[config.mk]
export PLATFORM = sky130hd
export DESIGN_NAME = segment_timestamp_capture
export DESIGN_NICKNAME = d
export VERILOG_FILES = /design/src/logic/stamp_pkg.sv /design/src/logic/segment_timestamp_capture.sv
export SDC_FILE = /design/constraint.sdc
export NUM_CORES = 1
export LEC_CHECK = 0
export BUFFER_PORTS_ARGS = -buffer_cell sky130_fd_sc_hd__buf_4
export CAP_MARGIN = 20
export CELL_PAD_IN_SITES_DETAIL_PLACEMENT = 2
export CELL_PAD_IN_SITES_GLOBAL_PLACEMENT = 2
export CORE_UTILIZATION = 30
export CTS_CLUSTER_SIZE = 40
export DETAILED_ROUTE_END_ITERATION = 6
export PLACE_DENSITY = 0.65
export REMOVE_ABC_BUFFERS = 1
export SYNTH_ARGS = -nofsm -noshare
export SYNTH_HDL_FRONTEND = slang
export SYNTH_SLANG_ARGS = --single-unit
[constraint.sdc]
create_clock -name pclk -period 3.6 [get_ports pclk]
set_input_delay 0.72 -clock pclk [delete_from_list [all_inputs] [get_ports pclk]]
set_output_delay 0.72 -clock pclk [all_outputs]
set_load 0.02 [all_outputs]
[src/logic/stamp_pkg.sv]
package stamp_pkg;
  // apb byte addresses; the command word keeps its documented location
  localparam logic [15:0] ADDR_SETUP_CMD = 16'hb798;
  localparam logic [15:0] ADDR_AVAIL = 16'hb7a0;
  localparam logic [15:0] ADDR_DATA = 16'hb7a4;
  localparam logic [15:0] ADDR_STATUS = 16'hb7a8;
  // command word fields
  localparam logic [31:0] MODE_FIELD_MASK = 32'h0000_ffff;
  localparam logic [31:0] FEATURE_FIELD_MASK = 32'h000f_0000;
  localparam logic [31:0] FIRST_SLOW_SAMPLE_STAMP = 32'h0001_0000;
  localparam logic [31:0] NO_EXTRA_STAMP = 32'h0000_0000;
  localparam logic [31:0] SETUP_CMD_RESET = 32'h0000_0000;
  // status word bit positions
  localparam int STATUS_OVERRUN_BIT = 0;
  localparam int STATUS_ARMED_BIT = 1;
  localparam int STATUS_COUNT_LSB = 8;
  localparam int BYTES_PER_WORD = 4;
endpackage

[src/logic/segment_timestamp_capture.sv]
// Implementation choice: the APB slave port.
`timescale 1ns/1ps
// Summary of operation
// - while a timestamp mode is enabled every trigger event stores exactly one stamp if the buffer has room and card start is low in that cycle.
// - the stamp is the counter value at the trigger instant, not at the segment start.
// - slow-area samples are tied to card start, which clears the counter and arms the extra stamp.
// - a read/write command register holds both the mode and the feature selection.
// - feature bits live only under the feature field mask, apart from the mode bits.
// - with the first-slow-sample feature set, one extra stamp is stored for the first slow sample after start.
// - with the feature field zero no extra stamp is made, so stamps equal trigger events.
// - the feature works with any mode and is written together with the mode in one word.
// - the counter advances on the fast segment timebase, so the extra stamp is in those units.
// - an overrun of the stamp buffer stops all stamp transfer at once.
// - each read of the available-length register outside overrun sets the drain count to all held stamps, which is zero words when none are held.
module segment_timestamp_capture import stamp_pkg::*; #(
  parameter int DEPTH = 16,
  parameter int TS_W = 32
) (
  // clock and reset
  input wire logic pclk,
  input wire logic presetn,
  // apb slave
  input wire logic psel,
  input wire logic penable,
  input wire logic pwrite,
  input wire logic [15:0] paddr,
  input wire logic [31:0] pwdata,
  output logic [31:0] prdata,
  output logic pready,
  output logic pslverr,
  // acquisition events, same clock domain
  input wire logic card_start,
  input wire logic trigger_event,
  input wire logic first_slow_sample,
  // status
  output logic stamp_overrun
);
  localparam int AW = $clog2(DEPTH);

  typedef struct packed {
    logic [DEPTH-1:0][31:0] mem;
    logic [AW-1:0] wp;
    logic [AW-1:0] rp;
    logic [AW:0] cnt;
    logic [AW:0] drain;
    logic [31:0] cmd;
    logic [TS_W-1:0] ts;
    logic armed;
    logic late_pend;
    logic [31:0] late_val;
    logic ovr;
    logic rdy;
    logic err;
    logic take;
    logic [31:0] rdata;
  } state_t;

  state_t s_r;
  state_t s_nxt;

  logic access;
  logic done;
  logic mapped;
  logic rec_en;
  logic feat_first;
  logic pop;
  logic push;
  logic [31:0] push_val;
  logic [31:0] stamp_now;

  assign access = psel && penable;
  assign done = access && s_r.rdy;
  assign mapped = (paddr == ADDR_SETUP_CMD) || (paddr == ADDR_AVAIL) || (paddr == ADDR_DATA) ||
                  (paddr == ADDR_STATUS);
  assign rec_en = (s_r.cmd & MODE_FIELD_MASK) != 32'h0000_0000;
  assign feat_first = (s_r.cmd & FIRST_SLOW_SAMPLE_STAMP) != NO_EXTRA_STAMP;
  assign stamp_now = 32'(s_r.ts);

  // one push per cycle; a trigger wins and a colliding slow-sample stamp waits for the next cycle without a trigger
  // with its value already captured, so its time is not shifted
  always_comb begin
    push = 1'b0;
    push_val = stamp_now;
    if (!s_r.ovr && rec_en) begin
      if (trigger_event) begin
        push = 1'b1;
      end else if (s_r.late_pend) begin
        push = 1'b1;
        push_val = s_r.late_val;
      end else if (first_slow_sample && s_r.armed && feat_first) begin
        push = 1'b1;
      end
    end
  end

  // data word read pops only the stamp it actually returned, so a push landing between
  // the data capture and completion is not lost; blocked after overrun
  assign pop = done && s_r.take && (s_r.cnt != '0) && !s_r.ovr;

  always_comb begin
    s_nxt = s_r;
    s_nxt.ts = s_r.ts + TS_W'(1);
    s_nxt.rdy = 1'b0;
    s_nxt.err = 1'b0;
    s_nxt.take = 1'b0;
    // slow-sample stamp: captured on its own edge, stored now or parked
    if (first_slow_sample && s_r.armed) begin
      s_nxt.armed = 1'b0; // only the first one after start
      if (!s_r.ovr && rec_en && feat_first && trigger_event) begin
        s_nxt.late_pend = 1'b1;
        s_nxt.late_val = stamp_now;
      end
    end
    if (push && !trigger_event && s_r.late_pend) begin
      s_nxt.late_pend = 1'b0;
    end
    // buffer: overrun when full and nothing leaves
    if (push) begin
      if (s_r.cnt == (AW+1)'(DEPTH) && !pop) begin
        s_nxt.ovr = 1'b1;
      end else begin
        s_nxt.mem[s_r.wp] = push_val;
        s_nxt.wp = s_r.wp + AW'(1);
      end
    end
    if (pop) begin
      s_nxt.rp = s_r.rp + AW'(1);
      if (s_r.drain != '0) begin
        s_nxt.drain = s_r.drain - (AW+1)'(1);
      end
    end
    s_nxt.cnt = s_r.cnt + (AW+1)'(push && !s_nxt.ovr) - (AW+1)'(pop);
    // apb: answer one cycle into the access phase
    if (access && !s_r.rdy) begin
      s_nxt.rdy = 1'b1;
      s_nxt.err = !mapped;
      s_nxt.take = !pwrite && (paddr == ADDR_DATA) && (s_r.cnt != '0) && !s_r.ovr;
      unique case (paddr)
        ADDR_SETUP_CMD: s_nxt.rdata = s_r.cmd;
        ADDR_AVAIL: s_nxt.rdata = s_r.ovr ? 32'h0000_0000 : 32'(s_r.cnt) * BYTES_PER_WORD;
        ADDR_DATA: s_nxt.rdata = (s_r.cnt != '0 && !s_r.ovr) ? s_r.mem[s_r.rp] : 32'h0000_0000;
        ADDR_STATUS: begin
          s_nxt.rdata = 32'h0000_0000;
          s_nxt.rdata[STATUS_OVERRUN_BIT] = s_r.ovr;
          s_nxt.rdata[STATUS_ARMED_BIT] = s_r.armed;
          s_nxt.rdata[STATUS_COUNT_LSB +: AW+1] = s_r.cnt;
        end
        default: s_nxt.rdata = 32'h0000_0000;
      endcase
    end
    if (done && pwrite && paddr == ADDR_SETUP_CMD) begin
      s_nxt.cmd = pwdata & (MODE_FIELD_MASK | FEATURE_FIELD_MASK);
    end
    // reading the available length outside overrun hands all held words to software
    if (done && !pwrite && paddr == ADDR_AVAIL && !s_r.ovr) begin
      s_nxt.drain = s_r.cnt;
    end
    // card start restarts the timebase and arms the slow-sample stamp
    if (card_start) begin
      s_nxt.ts = '0;
      s_nxt.armed = 1'b1;
      s_nxt.late_pend = 1'b0;
      s_nxt.ovr = 1'b0;
      s_nxt.wp = '0;
      s_nxt.rp = '0;
      s_nxt.cnt = '0;
      s_nxt.drain = '0;
    end
  end

  // single state register
  always_ff @(posedge pclk or negedge presetn) begin
    if (!presetn) begin
      s_r <= '0;
      s_r.cmd <= SETUP_CMD_RESET;
    end else begin
      s_r <= s_nxt;
    end
  end

  assign prdata = s_r.rdata;
  assign pready = s_r.rdy;
  assign pslverr = s_r.err;
  assign stamp_overrun = s_r.ovr;

  // checks
  property p_trig_stored;
    @(posedge pclk) disable iff (!presetn)
      (trigger_event && rec_en && !s_r.ovr && !card_start && s_r.cnt < (AW+1)'(DEPTH) && !pop)
        |=> (s_r.cnt == $past(s_r.cnt) + (AW+1)'(1));
  endproperty
  a_trig_stored: assert property (p_trig_stored) else $error("trigger did not store a stamp");

  property p_trig_value;
    @(posedge pclk) disable iff (!presetn)
      (trigger_event && rec_en && !s_r.ovr && !card_start && s_r.cnt < (AW+1)'(DEPTH))
        |=> (s_r.mem[$past(s_r.wp)] == $past(stamp_now));
  endproperty
  a_trig_value: assert property (p_trig_value) else $error("stamp is not the trigger time");

  property p_start_clears;
    @(posedge pclk) disable iff (!presetn)
      card_start |=> (s_r.ts == '0 && s_r.armed && s_r.cnt == '0);
  endproperty
  a_start_clears: assert property (p_start_clears) else $error("card start did not restart");

  property p_cmd_write;
    @(posedge pclk) disable iff (!presetn)
      (done && pwrite && paddr == ADDR_SETUP_CMD) |=> (s_r.cmd == ($past(pwdata) & 32'h000f_ffff));
  endproperty
  a_cmd_write: assert property (p_cmd_write) else $error("command word not stored");

  property p_no_extra;
    @(posedge pclk) disable iff (!presetn)
      (!feat_first && !trigger_event && !s_r.late_pend && !pop && !card_start) |=> $stable(s_r.cnt);
  endproperty
  a_no_extra: assert property (p_no_extra) else $error("stamp stored without a trigger");

  property p_first_once;
    @(posedge pclk) disable iff (!presetn)
      (first_slow_sample && s_r.armed && !card_start) |=> !s_r.armed;
  endproperty
  a_first_once: assert property (p_first_once) else $error("slow-sample stamp not disarmed");

  property p_ts_count;
    @(posedge pclk) disable iff (!presetn)
      !card_start |=> (s_r.ts == $past(s_r.ts) + TS_W'(1));
  endproperty
  a_ts_count: assert property (p_ts_count) else $error("counter missed a timebase edge");

  property p_overrun_stops;
    @(posedge pclk) disable iff (!presetn)
      (s_r.ovr && !card_start) |=> (s_r.ovr && $stable(s_r.cnt) && $stable(s_r.wp));
  endproperty
  a_overrun_stops: assert property (p_overrun_stops) else $error("transfer ran on after overrun");

  property p_avail_answer;
    @(posedge pclk) disable iff (!presetn)
      (access && !s_r.rdy && !pwrite && paddr == ADDR_AVAIL && !s_r.ovr)
        |=> (pready && prdata == 32'($past(s_r.cnt)) * 4);
  endproperty
  a_avail_answer: assert property (p_avail_answer) else $error("available length wrong");

  c_trigger: cover property (@(posedge pclk) disable iff (!presetn) push && trigger_event);
  c_first_slow: cover property (@(posedge pclk) disable iff (!presetn) push && !trigger_event && feat_first);
  c_collide: cover property (@(posedge pclk) disable iff (!presetn) s_r.late_pend);
  c_overrun: cover property (@(posedge pclk) disable iff (!presetn) $rose(s_r.ovr));
endmodule // segment_timestamp_capture

* Yosys cells after proc, flatten, opt, wreduce, memory -nomap -nowiden
Index checks and enable logic that the tools add are counted.
** Word-level totals
- Bits in registers :: 652
- Input port bits :: 56
- Output and inout bits :: 35
- Logic and storage cells :: 126
** Operators by class
- Add/sub/neg operators :: 6
- Magnitude comparators :: 3
- Equality and inequality tests :: 6
- Mux-type cells :: 30
- Bitwise operators :: 1
- Reduce and logical (&&, ||, !) cells :: 50
** Operator list (number)
- bitwise mux 512 bit :: 1
- two-way mux 32 bit :: 6
- binary-select mux 32 bit (select 4 bit) :: 1
- demux 32 bit (select 4 bit) :: 1
- case mux 32 bit (4 select lines) :: 1
- two-way mux 34 bit :: 2
- equality test 16 bit (second input constant) :: 4
- two-way mux 35 bit :: 1
- two-way mux 33 bit :: 1
- adder 32 x 1 -> 32 bit (second input constant) :: 1
- nonzero test 32 bit :: 1
- logical AND 1 bit :: 25
- two-way mux 18 bit :: 1
- two-way mux 5 bit :: 3
- two-way mux 4 bit :: 3
- nonzero test 3 bit :: 4
- < comparator 4 x 5 -> 1 bit (second input constant) :: 2
- AND reduction 2 bit :: 5
- nonzero test 5 bit :: 2
- adder 4 x 1 -> 4 bit (second input constant) :: 2
- two-way mux 1 bit :: 8
- logical NOT 1 bit :: 7
- two-way mux 7 bit :: 1
- nonzero test 2 bit :: 3
- 8 further kinds :: 10

* Depth between registers and ports, before layout
Gate-level depths: netlist of run 1.
- Word-level depth :: 14
- Gate-level depth with buffers :: 14
- Mapped depth without buffers :: 14

* Worst setup path after synthesis of run 1
OpenSTA, ideal clock, no wires.
- Path type :: input-to-reg
- Start point :: input port psel
- End point :: register s_r[143] in the netlist's numbering
- Library setup time :: 0.132 ns
- Arrival time :: 2.717 ns
- Data required time :: 3.468 ns
- Slack :: 0.751 ns
- Stages on the path :: 12
- Path buffers :: 0
- Cell sequence :: nand4_1 -> o211ai_2 -> nand3_1 -> ha_1 -> inv_1 -> ha_1 -> fa_1 -> a21oi_1 -> nor2_1 -> nor2_1 -> xnor2_1 -> nor2_1
** RTL lines
- start: declaration :: line segment_timestamp_capture.sv:23 : input wire logic psel,
- end signal: assignment :: line segment_timestamp_capture.sv:177 : s_r <= s_nxt;
- end: declaration :: line segment_timestamp_capture.sv:58 : state_t s_r;

==> summary.txt, run 1 <==
Run status
  • Status: complete, no violations

Synth
  • Top-area cell type share of the netlist area: 56.5%
  • Seq/Total Area, Yosys: 56.5%
  • Synthesized area per cell: 11.1 µm²
  • Compound-gate portion of the synthesized area: 12.0%
  • Post-Synth Adder-Cell Area: 0.593%
  • Synth Cell Area: 28700 µm²
  • EDFF count, synth: 0
  • Main area contributors after synthesis: dfrtp_1, mux4_2, o21ai_0
  • Synth top cells by count: dfrtp_1, nand2_1, o21ai_0, nor2_1, mux4_2
  • Flops & latches, synth: 647
  • Synth async-reset ratio: 100%
  • Ys flop type: dfrtp_1
  • Simple-gate share of the synthesized area: 11.2%
  • Largest family of logic cells by synthesized area: multiplexers
  • Post-synthesis mux area share: 14.1%
  • Synth warn: 0
  • Post-synthesis instance total: 2577
  • Leading area contributor after synthesis: dfrtp_1
  • XOR/XNOR share of the synthesized area: 1.13%
  • Synth unique cells: 54
  • Count leader, synth: dfrtp_1

Global routing
  • Largest net degree at the start of global routing: 83
  • Initial antenna violation count: 2
  • First-pass GRT wire length: 146000 µm
  • Total track usage: 19.6%
  • Vias in the first global route: 23600
  • Total gr overflow: 0

Clock network
  • Clk_lat worst skew: 0.64 ns
  • Post-CTS sizing: 0
  • Setup bufs post-CTS: 0
  • Root Buffer: clkbuf_16
  • Max Root-Sink Buffers: 3
  • Reg clk slew, reported paths: 0.06 ns
  • Clock Sinks: 647
  • CTS H-tree lvls: 3
  • CTS Hold Bufs: 0
  • CTS Buf Count: 74
  • CTS tree: built

Pwr
  • Comb pwr share: 2.5%
  • Sequential power share: 47.0%
  • PwrDens: 467 nW/µm²
  • Lkg Pwr: 14.6 nW
  • Net Sw Frac: 22.4%
  • NetSw: 3.49 mW
  • Cell Int Power: 12.1 mW
  • Power share of the clock group: 50.6%
  • Worst vdd ir: 289 µV

Floorplanning
  • Die height: 311 µm
  • Die ar.: 96800 µm²
  • Rows: 113
  • DIE WIDTH: 311 µm
  • Initial cell density of the core: 30.2%
  • IO Count: 91
  • Core area: 94900 µm²

Placement
  • Input/output buffers: 78
  • Place WS: 0.446 ns
  • Placed inst area: 30800 µm²
  • Final HPWL DP: 57000 µm
  • Final GP Congestion: 0.767
  • Placed Cells incl. Taps: 3783

Layout
  • Register Area: 16200 µm²
  • Layout Cells excl Fill: 3915
  • Multi-input gate area: 11300 µm²
  • Layout Cell Area excl Fill: 33400 µm²
  • Final nets: 2663
  • Area grow syn2layout: 16.4%
  • Share of post-route cells with drive strength above 1: 19.4%
  • # fillers: 9869
  • Ant. Diodes: 0

Worst setup path
  • Kind of critical path: reg -> reg
  • Crit-path max FO: 5
  • Crit path launch type: register
  • Worst endpoint data arrival time: 3.60 ns
  • WP data required: 4.07 ns
  • Crit. End Element: register

Timing
  • Clock skew: 0.0226 ns
  • Slew at the pin with the worst max-slew slack: 1.05 ns
  • Worst hold slack: 0.119 ns
  • Fin. Hold Viols: 0
  • RSZ-0062 raised after global routing: no
  • Final setup fails: 0
  • Fin crit period: 3.13 ns
  • Fin crit share: 86.8%
  • F_max: 0.320 GHz
  • Max_slew headroom: 29.3%
  • Fin. max-slew vios: 0
  • Setup WS post-layout: 0.474 ns

Drt
  • Drt initial violations: 1089
  • Via count: 20500
  • DRC viols: 0
  • DR WL/cell: 23.9 µm
  • ANT nets after route: 0
  • 1st-pass router iterations: 5
  • Vias/cell: 5.24
  • Final wirelength: 93400 µm

Job
  • Maxcap violations: 0

Hold path
  • Hold Path Class: in -> async
## layer usage
| metal | share of wire (%) | wire, µm | GRT usage (%) |
|---|---|---|---|
| met3 | 3.1 | 2850 | 2.57 |
| met4 | 2.5 | 2320 | 6.15 |
| met1 | 45 | 41900 | 25.8 |
| met2 | 50 | 46400 | 33.4 |
| met5 | 0 | 0 | 0 |
## cell families after synthesis
logic type                 Yosys count
buffers and inverters              256
xor gates and xnor gates            37
AOI/OAI and AO/OA                  637
adders and majority gates           13
DFF                                647
muxes                              237
and+or+nand+nor                    750
## cell type report
class                      instances  share of cell area [%]
sequential                       647                    48.5
multi-input combinational       1674                    33.8
clock buffer                     115                    6.73
timing repair buffer             182                    5.11
tap                             1265                    4.74
clock inverter                    17                   0.914
inverter                          15                   0.169
## critical path: stages (launching register included)
cell	delay [ns]
dfrtp_1	0.40
inv_1	0.12
ha_1	0.15
nor3b_1	0.49
o211ai_2	0.20
nand3_1	0.24
ha_1	0.18
inv_1	0.05
ha_1	0.21
fa_1	0.41
a21oi_1	0.15
nor2_1	0.08
nor2_1	0.12
xnor2_1	0.14
nor2_1	0.06
## layout by cell type (no fill, tap or decap), types with 10 or more instances in the layout
cell type,netlist,final
nand2_1,456,456
o21ai_0,430,430
mux2i_1,50,50
ha_1,12,12
clkbuf_8,0,22
nand4_1,15,15
mux2_2,59,59
xor2_1,14,14
clkbuf_1,95,18
xnor2_1,23,23
a22o_1,17,17
buf_12,0,25
a22oi_1,19,19
a221oi_1,21,21
nor2_1,174,173
nand3_1,13,13
buf_4,38,155
nor4_1,14,13
o21ai_1,21,21
inv_1,15,15
dfrtp_1,647,644
a21oi_1,113,113
nor3_1,10,10
mux4_2,128,128
clkbuf_16,0,75
and3_1,13,13
## state kept, by name, indices dropped and copies added (netlist names)
register,count
pslverr,1
pready,1
feat_first,1
s_r,579
stamp_overrun,1
stamp_now,32
prdata,32
## worst paths after layout
check / start / to / slack [ns] / cells past startpoint
worst min register to register: s_r[379]$_DFFE_PN0P_ / s_r[379]$_DFFE_PN0P_ / 0.48 / 2
worst max-delay path: s_r[142]$_DFF_PN0_ / s_r[143]$_DFF_PN0_ / 0.47 / 14
max in group asynchronous: presetn / s_r[214]$_DFFE_PN0P_ / 2.49 / 2
min in group pclk: pwrite / s_r[32]$_DFF_PN0_ / 0.27 / 2
worst min-delay path: presetn / s_r[427]$_DFFE_PN0P_ / 0.12 / 1
worst max register to register: s_r[142]$_DFF_PN0_ / s_r[143]$_DFF_PN0_ / 0.47 / 14
## power groups by stage
| stage | clock [mW] | sequential, mW | combinational [mW] |
|---|---|---|---|
| 2_1_floorplan | 0 | 7.48 | 0.0560 |
| 3_3_place_gp | 0 | 7.45 | 0.382 |
| 3_5_place_dp | 0 | 7.45 | 0.397 |
| 4_1_cts | 8.11 | 7.32 | 0.400 |
| 5_1_grt | 8.37 | 7.32 | 0.429 |
| 6_report | 7.88 | 7.32 | 0.383 |
## stage by stage
step | util, % | power, mW | TNS, ns
4_1_cts | 35.2 | 15.8 | 0
2_1_floorplan | - | 7.54 | -92.40
5_1_grt | 35.2 | 16.1 | 0
3_3_place_gp | 32.5 | 7.83 | 0
3_5_place_dp | 32.5 | 7.85 | 0
6_report | 35.2 | 15.6 | 0
No activity file was read; power rests on OpenSTA's default activity.
==> inputs of run 2 (changes only) <==
PLACE_DENSITY = 0.69   (was 0.65)
==> run 2 against run 1 <==
Net effect: clock-buffer cell count increased by 1; non-clock buffer count increased by 7; largest cell class unchanged; final cell count increased by 0.23%; routed wire length increased by 0.77%; die area unchanged; clock skew increased by 0.0021 ns; flip-flop and latch count unchanged; via count increased by 0.73%; setup slack improved by 0.074 ns.
==> summary.txt, run 2 (synthesis results as in run 1) <==
Run status
  • Status: complete, no violations

Worst setup path
  • Kind of critical path: reg -> reg
  • Critical Path Max Stage Delay: 0.43 ns
  • Slowest-stage cell, CP: fa_1
  • WP data required: 4.06 ns
  • Worst endpoint data arrival time: 3.51 ns
  • Crit. Startpoint: s_r[141]$_DFF_PN0_
  • Reg2reg setup slack: 0.55 ns
  • Worst r2r dst: s_r[143]$_DFF_PN0_
  • Cell Chain, Critical Path: inv_1 -> ha_1 -> nor3b_1 -> a211oi_1 -> ha_1 -> inv_1 -> ha_1 -> fa_1 -> a21oi_1 -> nor2_1 -> nor2_1 -> xnor2_1 -> nor2_1
  • Cells on worst reg2reg path: 13
  • Worst setup path end: s_r[143]$_DFF_PN0_
  • Crit-path max FO: 3
  • Crit path launch type: register
  • Crit. End Element: register
  • Reg-to-reg critical path startpoint: s_r[141]$_DFF_PN0_

Clock network
  • Setup bufs post-CTS: 0
  • Clock Sinks: 647
  • CTS tree: built
  • CTS Hold Bufs: 0
  • Clk_lat worst skew: 0.61 ns
  • Post-CTS sizing: 0
  • CTS Buf Count: 75
  • CTS H-tree lvls: 3
  • Root Buffer: clkbuf_16
  • Reg clk slew, reported paths: 0.06 ns
  • Max Root-Sink Buffers: 3

Global routing
  • Initial antenna violation count: 0
  • Largest net degree at the start of global routing: 90
  • First-pass GRT wire length: 148000 µm
  • Vias in the first global route: 23900
  • Total gr overflow: 0
  • Total track usage: 19.8%

Placement
  • Final GP Congestion: 0.760
  • Final HPWL DP: 55800 µm
  • Place WS: 0.533 ns
  • Placed inst area: 30900 µm²
  • Placed Cells incl. Taps: 3790
  • Input/output buffers: 78

Timing
  • F_max: 0.328 GHz
  • Setup WS post-layout: 0.548 ns
  • Max_slew headroom: 35.8%
  • Slew at the pin with the worst max-slew slack: 0.963 ns
  • Fin crit period: 3.05 ns
  • Worst hold slack: 0.148 ns
  • Fin. Hold Viols: 0
  • Fin. max-slew vios: 0
  • Clock skew: 0.0247 ns
  • RSZ-0062 raised after global routing: no
  • Final setup fails: 0
  • Fin crit share: 84.8%

Floorplanning
  • IO Count: 91
  • Initial cell density of the core: 30.2%
  • Rows: 113
  • Core area: 94900 µm²
  • Die height: 311 µm
  • Die ar.: 96800 µm²
  • DIE WIDTH: 311 µm

Layout
  • Area grow syn2layout: 16.3%
  • Largest register FFs: 579
  • Layout Cell Area excl Fill: 33300 µm²
  • Ant. Diodes: 0
  • Final nets: 2671
  • Commonest non-fill, non-tap cell in the layout: dfrtp_1
  • Register with the most flip-flops: s_r
  • Layout Cells excl Fill: 3924
  • Share of post-route cells with drive strength above 1: 19.4%
  • Commonest non-fill, non-tap cells in the layout: dfrtp_1, nand2_1, o21ai_0

Pwr
  • Power consumption: 15.2 mW
  • PwrDens: 457 nW/µm²
  • Worst vdd ir: 273 µV
  • Lkg Pwr: 14.6 nW

Drt
  • DRC viols: 0
  • Drt initial violations: 1047
  • Vias/cell: 5.27
  • Via count: 20700
  • DR WL/cell: 24.0 µm
  • ANT nets after route: 0
  • Final wirelength: 94200 µm
  • 1st-pass router iterations: 5

Job
  • Maxcap violations: 0

Hold path
  • Hold Path Class: in -> async
run 2: metal layers:
layer  up-vias  track usage (%)  wire [µm]
met1     11200             25.2      41000
met4         0             6.42       2590
li1       9055                -          -
met5         -                0          0
met2       301             34.8      48200
met3       132             2.33       2460
run 2: power by group:
part / total, mW / internal, mW / switching [mW]
clock network: 7.52 / 4.44 / 3.08
logic: 0.398 / 0.120 / 0.279
registers: 7.32 / 7.30 / 0.0211
run 2: layout make-up:
cell class	instances	area [µm²]
fill	9929	61500
sequential	647	16200
multi-input combinational	1674	11300
clock buffer	116	2210
timing repair buffer	189	1810
tap	1265	1580
clock inverter	18	183
inverter	15	56.3
run 2: worst max-delay path: cells and delay by family (launching register included):
| family | cells | cell delay [ns] |
|---|---|---|
| adders and majority gates | 4 | 1.10 |
| DFF | 1 | 0.41 |
| AOI/OAI and AO/OA | 2 | 0.38 |
| xor gates and xnor gates | 1 | 0.15 |
| and+or+nand+nor | 4 | 0.68 |
| buffers and inverters | 2 | 0.18 |
run 2: stage by stage:
step           setup TNS, ns  util [%]
2_1_floorplan         -92.40         -
3_3_place_gp               0      32.6
3_5_place_dp               0      32.6
4_1_cts                    0      35.1
5_1_grt                    0      35.1
6_report                   0      35.1
run 2: worst min path at each step:
stage                               from                     end  depth (start not counted)
CTS                              presetn    s_r[185]$_DFFE_PN0P_                          1
global route                     presetn    s_r[185]$_DFFE_PN0P_                          1
global placement    s_r[496]$_DFFE_PN0P_    s_r[496]$_DFFE_PN0P_                          2
floorplan                        presetn  feat_first$_DFFE_PN0P_                          0
finish                           presetn    s_r[185]$_DFFE_PN0P_                          1
detailed placement  s_r[212]$_DFFE_PN0P_    s_r[212]$_DFFE_PN0P_                          2
==> inputs of run 3 (changes only) <==
ABC_AREA = 1   (was default)
PLACE_DENSITY = 0.76   (was 0.69)
clock period = 3.05 ns   (was 3.6 ns; I/O delays follow)
==> run 3 against run 2 <==
Net effect: global-route usage increased by 5.6 points; via count rose by 55%; final cell count grew 49%; die area grew 14%; register-to-register slack got worse by 0.36 ns; synthesized area up 14%; core utilization shrank 0.15 points; critical path depth increased by 2; clock power rose by 31%; flip-flop and latch count is the same; sequential share of layout area is 5.6 points lower; first-iteration DRC count is 110% higher; critical path type unchanged.
==> summary.txt, run 3 <==
Floorplanning
  • DIE WIDTH: 332 µm
  • Initial cell density of the core: 30.4%
  • Die ar.: 110000 µm²
  • Rows: 120
  • IO Count: 91
  • Core area: 108000 µm²
  • Die height: 332 µm

Synth
  • Count leader, synth: nand2_1
  • Leading area contributor after synthesis: dfrtp_1
  • Simple-gate share of the synthesized area: 37.1%
  • Compound-gate portion of the synthesized area: 5.39%
  • XOR/XNOR share of the synthesized area: 0.508%
  • Main area contributors after synthesis: dfrtp_1, nand2_1, nand3_1
  • Synth top cells by count: nand2_1, nand3_1, dfrtp_1, nor2_1, o21ai_0
  • Synth unique cells: 29
  • Ys flop type: dfrtp_1
  • Largest family of logic cells by synthesized area: simple AND/OR/NAND/NOR gates
  • Synthesized area per cell: 7.38 µm²
  • Top-area cell type share of the netlist area: 49.5%
  • EDFF count, synth: 0
  • Seq/Total Area, Yosys: 49.5%
  • Synth warn: 0
  • Post-synthesis mux area share: 0%
  • Post-synthesis instance total: 4434
  • Synth Cell Area: 32700 µm²
  • Flops & latches, synth: 647
  • Post-Synth Adder-Cell Area: 0.520%
  • Synth async-reset ratio: 100%

Timing
  • Fin crit share: 93.8%
  • Fin. Hold Viols: 0
  • Fin. max-slew vios: 0
  • F_max: 0.350 GHz
  • Max_slew headroom: 35.8%
  • Slew at the pin with the worst max-slew slack: 0.961 ns
  • Final setup fails: 0
  • Fin crit period: 2.86 ns
  • TNS Setup: 0 ns
  • RSZ-0062 raised after global routing: no
  • Setup WS post-layout: 0.190 ns
  • Worst hold slack: 0.157 ns
  • Clock skew: 0.0303 ns

Pwr
  • Power consumption: 19.1 mW
  • Lkg Pwr: 18.9 nW
  • Worst vdd ir: 351 µV
  • PwrDens: 506 nW/µm²

Clock network
  • Post-CTS sizing: 0
  • Clock Sinks: 647
  • Reg clk slew, reported paths: 0.06 ns
  • CTS Buf Count: 80
  • Root Buffer: clkbuf_16
  • Setup bufs post-CTS: 0
  • Max Root-Sink Buffers: 3
  • CTS H-tree lvls: 3
  • CTS Hold Bufs: 1
  • CTS tree: built
  • Clk_lat worst skew: 0.66 ns

Worst setup path
  • WP data required: 3.55 ns
  • Delay-heaviest family, CP: adder cells
  • WP depth: 15
  • Number of buffers and inverters on the critical path: 4
  • Critical Path Max Stage Delay: 0.43 ns
  • Kind of critical path: reg -> reg
  • Crit-path max FO: 5
  • Cells on worst reg2reg path: 15
  • Slowest-stage cell, CP: fa_1
  • Worst endpoint data arrival time: 3.36 ns
  • Crit. End Element: register
  • Cell Chain, Critical Path: inv_1 -> ha_1 -> nand4_1 -> nand3_2 -> buf_4 -> inv_1 -> ha_1 -> inv_1 -> ha_1 -> fa_1 -> nand2_1 -> a21oi_1 -> nor2_1 -> xor2_1 -> nor2_1
  • Crit path launch type: register

Run status
  • Status: complete, no violations

Global routing
  • Total track usage: 25.4%
  • Total gr overflow: 0
  • Vias in the first global route: 35000
  • Largest net degree at the start of global routing: 142
  • Initial antenna violation count: 0
  • First-pass GRT wire length: 217000 µm

Hold path
  • Hold Path Class: in -> reg
  • Hold Path Stages: 2

Layout
  • Final nets: 4461
  • # fillers: 12400
  • Ant. Diodes: 0
  • Share of post-route cells with drive strength above 1: 9.43%
  • Register with the most flip-flops: s_r
  • Layout Cells excl Fill: 5855
  • Layout Cell Area excl Fill: 37700 µm²
  • Commonest non-fill, non-tap cells in the layout: nand2_1, nand3_1, dfrtp_1
  • Final Util: 35.0%
  • Area grow syn2layout: 15.1%
  • Largest register FFs: 579
  • Commonest non-fill, non-tap cell in the layout: nand2_1

Placement
  • Placed Cells incl. Taps: 5712
  • Final HPWL DP: 85400 µm
  • Final GP Congestion: 0.814
  • Placed inst area: 35000 µm²
  • Input/output buffers: 78
  • Place WS: 0.0736 ns

Drt
  • Drt initial violations: 2185
  • Vias/cell: 5.46
  • ANT nets after route: 0
  • Final wirelength: 140000 µm
  • DR WL/cell: 24.0 µm
  • DRC viols: 0
  • Via count: 32000
  • 1st-pass router iterations: 5

Job
  • Maxcap violations: 0
[run 3: changes by cell type in the layout (fill, tap and decap cells not counted), moves of 22 or more]
cell      previous run  this run
mux4_2             128         0
nand2_1            456      1736
nor2_1             173       219
o211ai_1             0        45
a21oi_1            113        53
inv_1               15       133
mux2i_1             50         0
nand3_1             13       872
mux2_2              59         0
xnor2_1             23         1
buf_4              157       223
o21ai_0            430       202
[run 3: area by class of cell]
class | count | area [µm²] | area share [%]
timing repair buffer | 244 | 2080 | 5.52
tap | 1403 | 1760 | 4.66
clock inverter | 20 | 219 | 0.581
inverter | 143 | 548 | 1.46
multi-input combinational | 3276 | 14400 | 38.3
clock buffer | 122 | 2430 | 6.46
sequential | 647 | 16200 | 43.0
[run 3: worst register-to-register path, cell delays in order (launching register included)]
cell and delay [ns]:
dfrtp_1 0.39, inv_1 0.16, ha_1 0.20, nand4_1 0.14, nand3_2 0.10, buf_4 0.15
inv_1 0.11, ha_1 0.30, inv_1 0.04, ha_1 0.20, fa_1 0.43, nand2_1 0.09
a21oi_1 0.07, nor2_1 0.13, xor2_1 0.17, nor2_1 0.06
[run 3: logic make-up after synthesis]
kind of cell             after synthesis
AND/OR/NAND/NOR                     2915
flip-flops                           647
buffers and inverters                511
AO/OA/AOI/OAI                        329
XOR/XNOR                              19
adder cells (fa/ha/maj)               13
[run 3: power breakdown]
| group | leakage (nW) | internal (mW) | total [mW] | switching [mW] |
|---|---|---|---|---|
| sequential | 8.99 | 8.63 | 8.66 | 0.0325 |
| combinational | 8.59 | 0.152 | 0.543 | 0.391 |
| clock | 1.32 | 5.82 | 9.86 | 4.03 |
| total | 18.9 | 14.6 | 19.1 | 4.46 |
[run 3: final timing paths]
check                                      from                    to  slack, ns
max in group asynchronous               presetn  s_r[310]$_DFFE_PN0P_       1.60
max reg2reg                  s_r[141]$_DFF_PN0_    s_r[143]$_DFF_PN0_       0.19
min in group asynchronous               presetn  s_r[319]$_DFFE_PN0P_       0.45
min                                      pwrite     s_r[32]$_DFF_PN0_       0.16
min reg2reg                s_r[306]$_DFFE_PN0P_  s_r[306]$_DFFE_PN0P_       0.48
max                          s_r[141]$_DFF_PN0_    s_r[143]$_DFF_PN0_       0.19
[run 3: per-layer routing]
layer  wire length, µm  GRT usage (%)  up-vias  part of all wire (%)
met2             67400           43.0      759                    48
met4              5060           9.70        0                   3.6
met3              6660           3.00      253                   4.7
li1                  -              -    14200                     -
met5                 0              0        -                     0
met1             61300           33.2    16800                    44
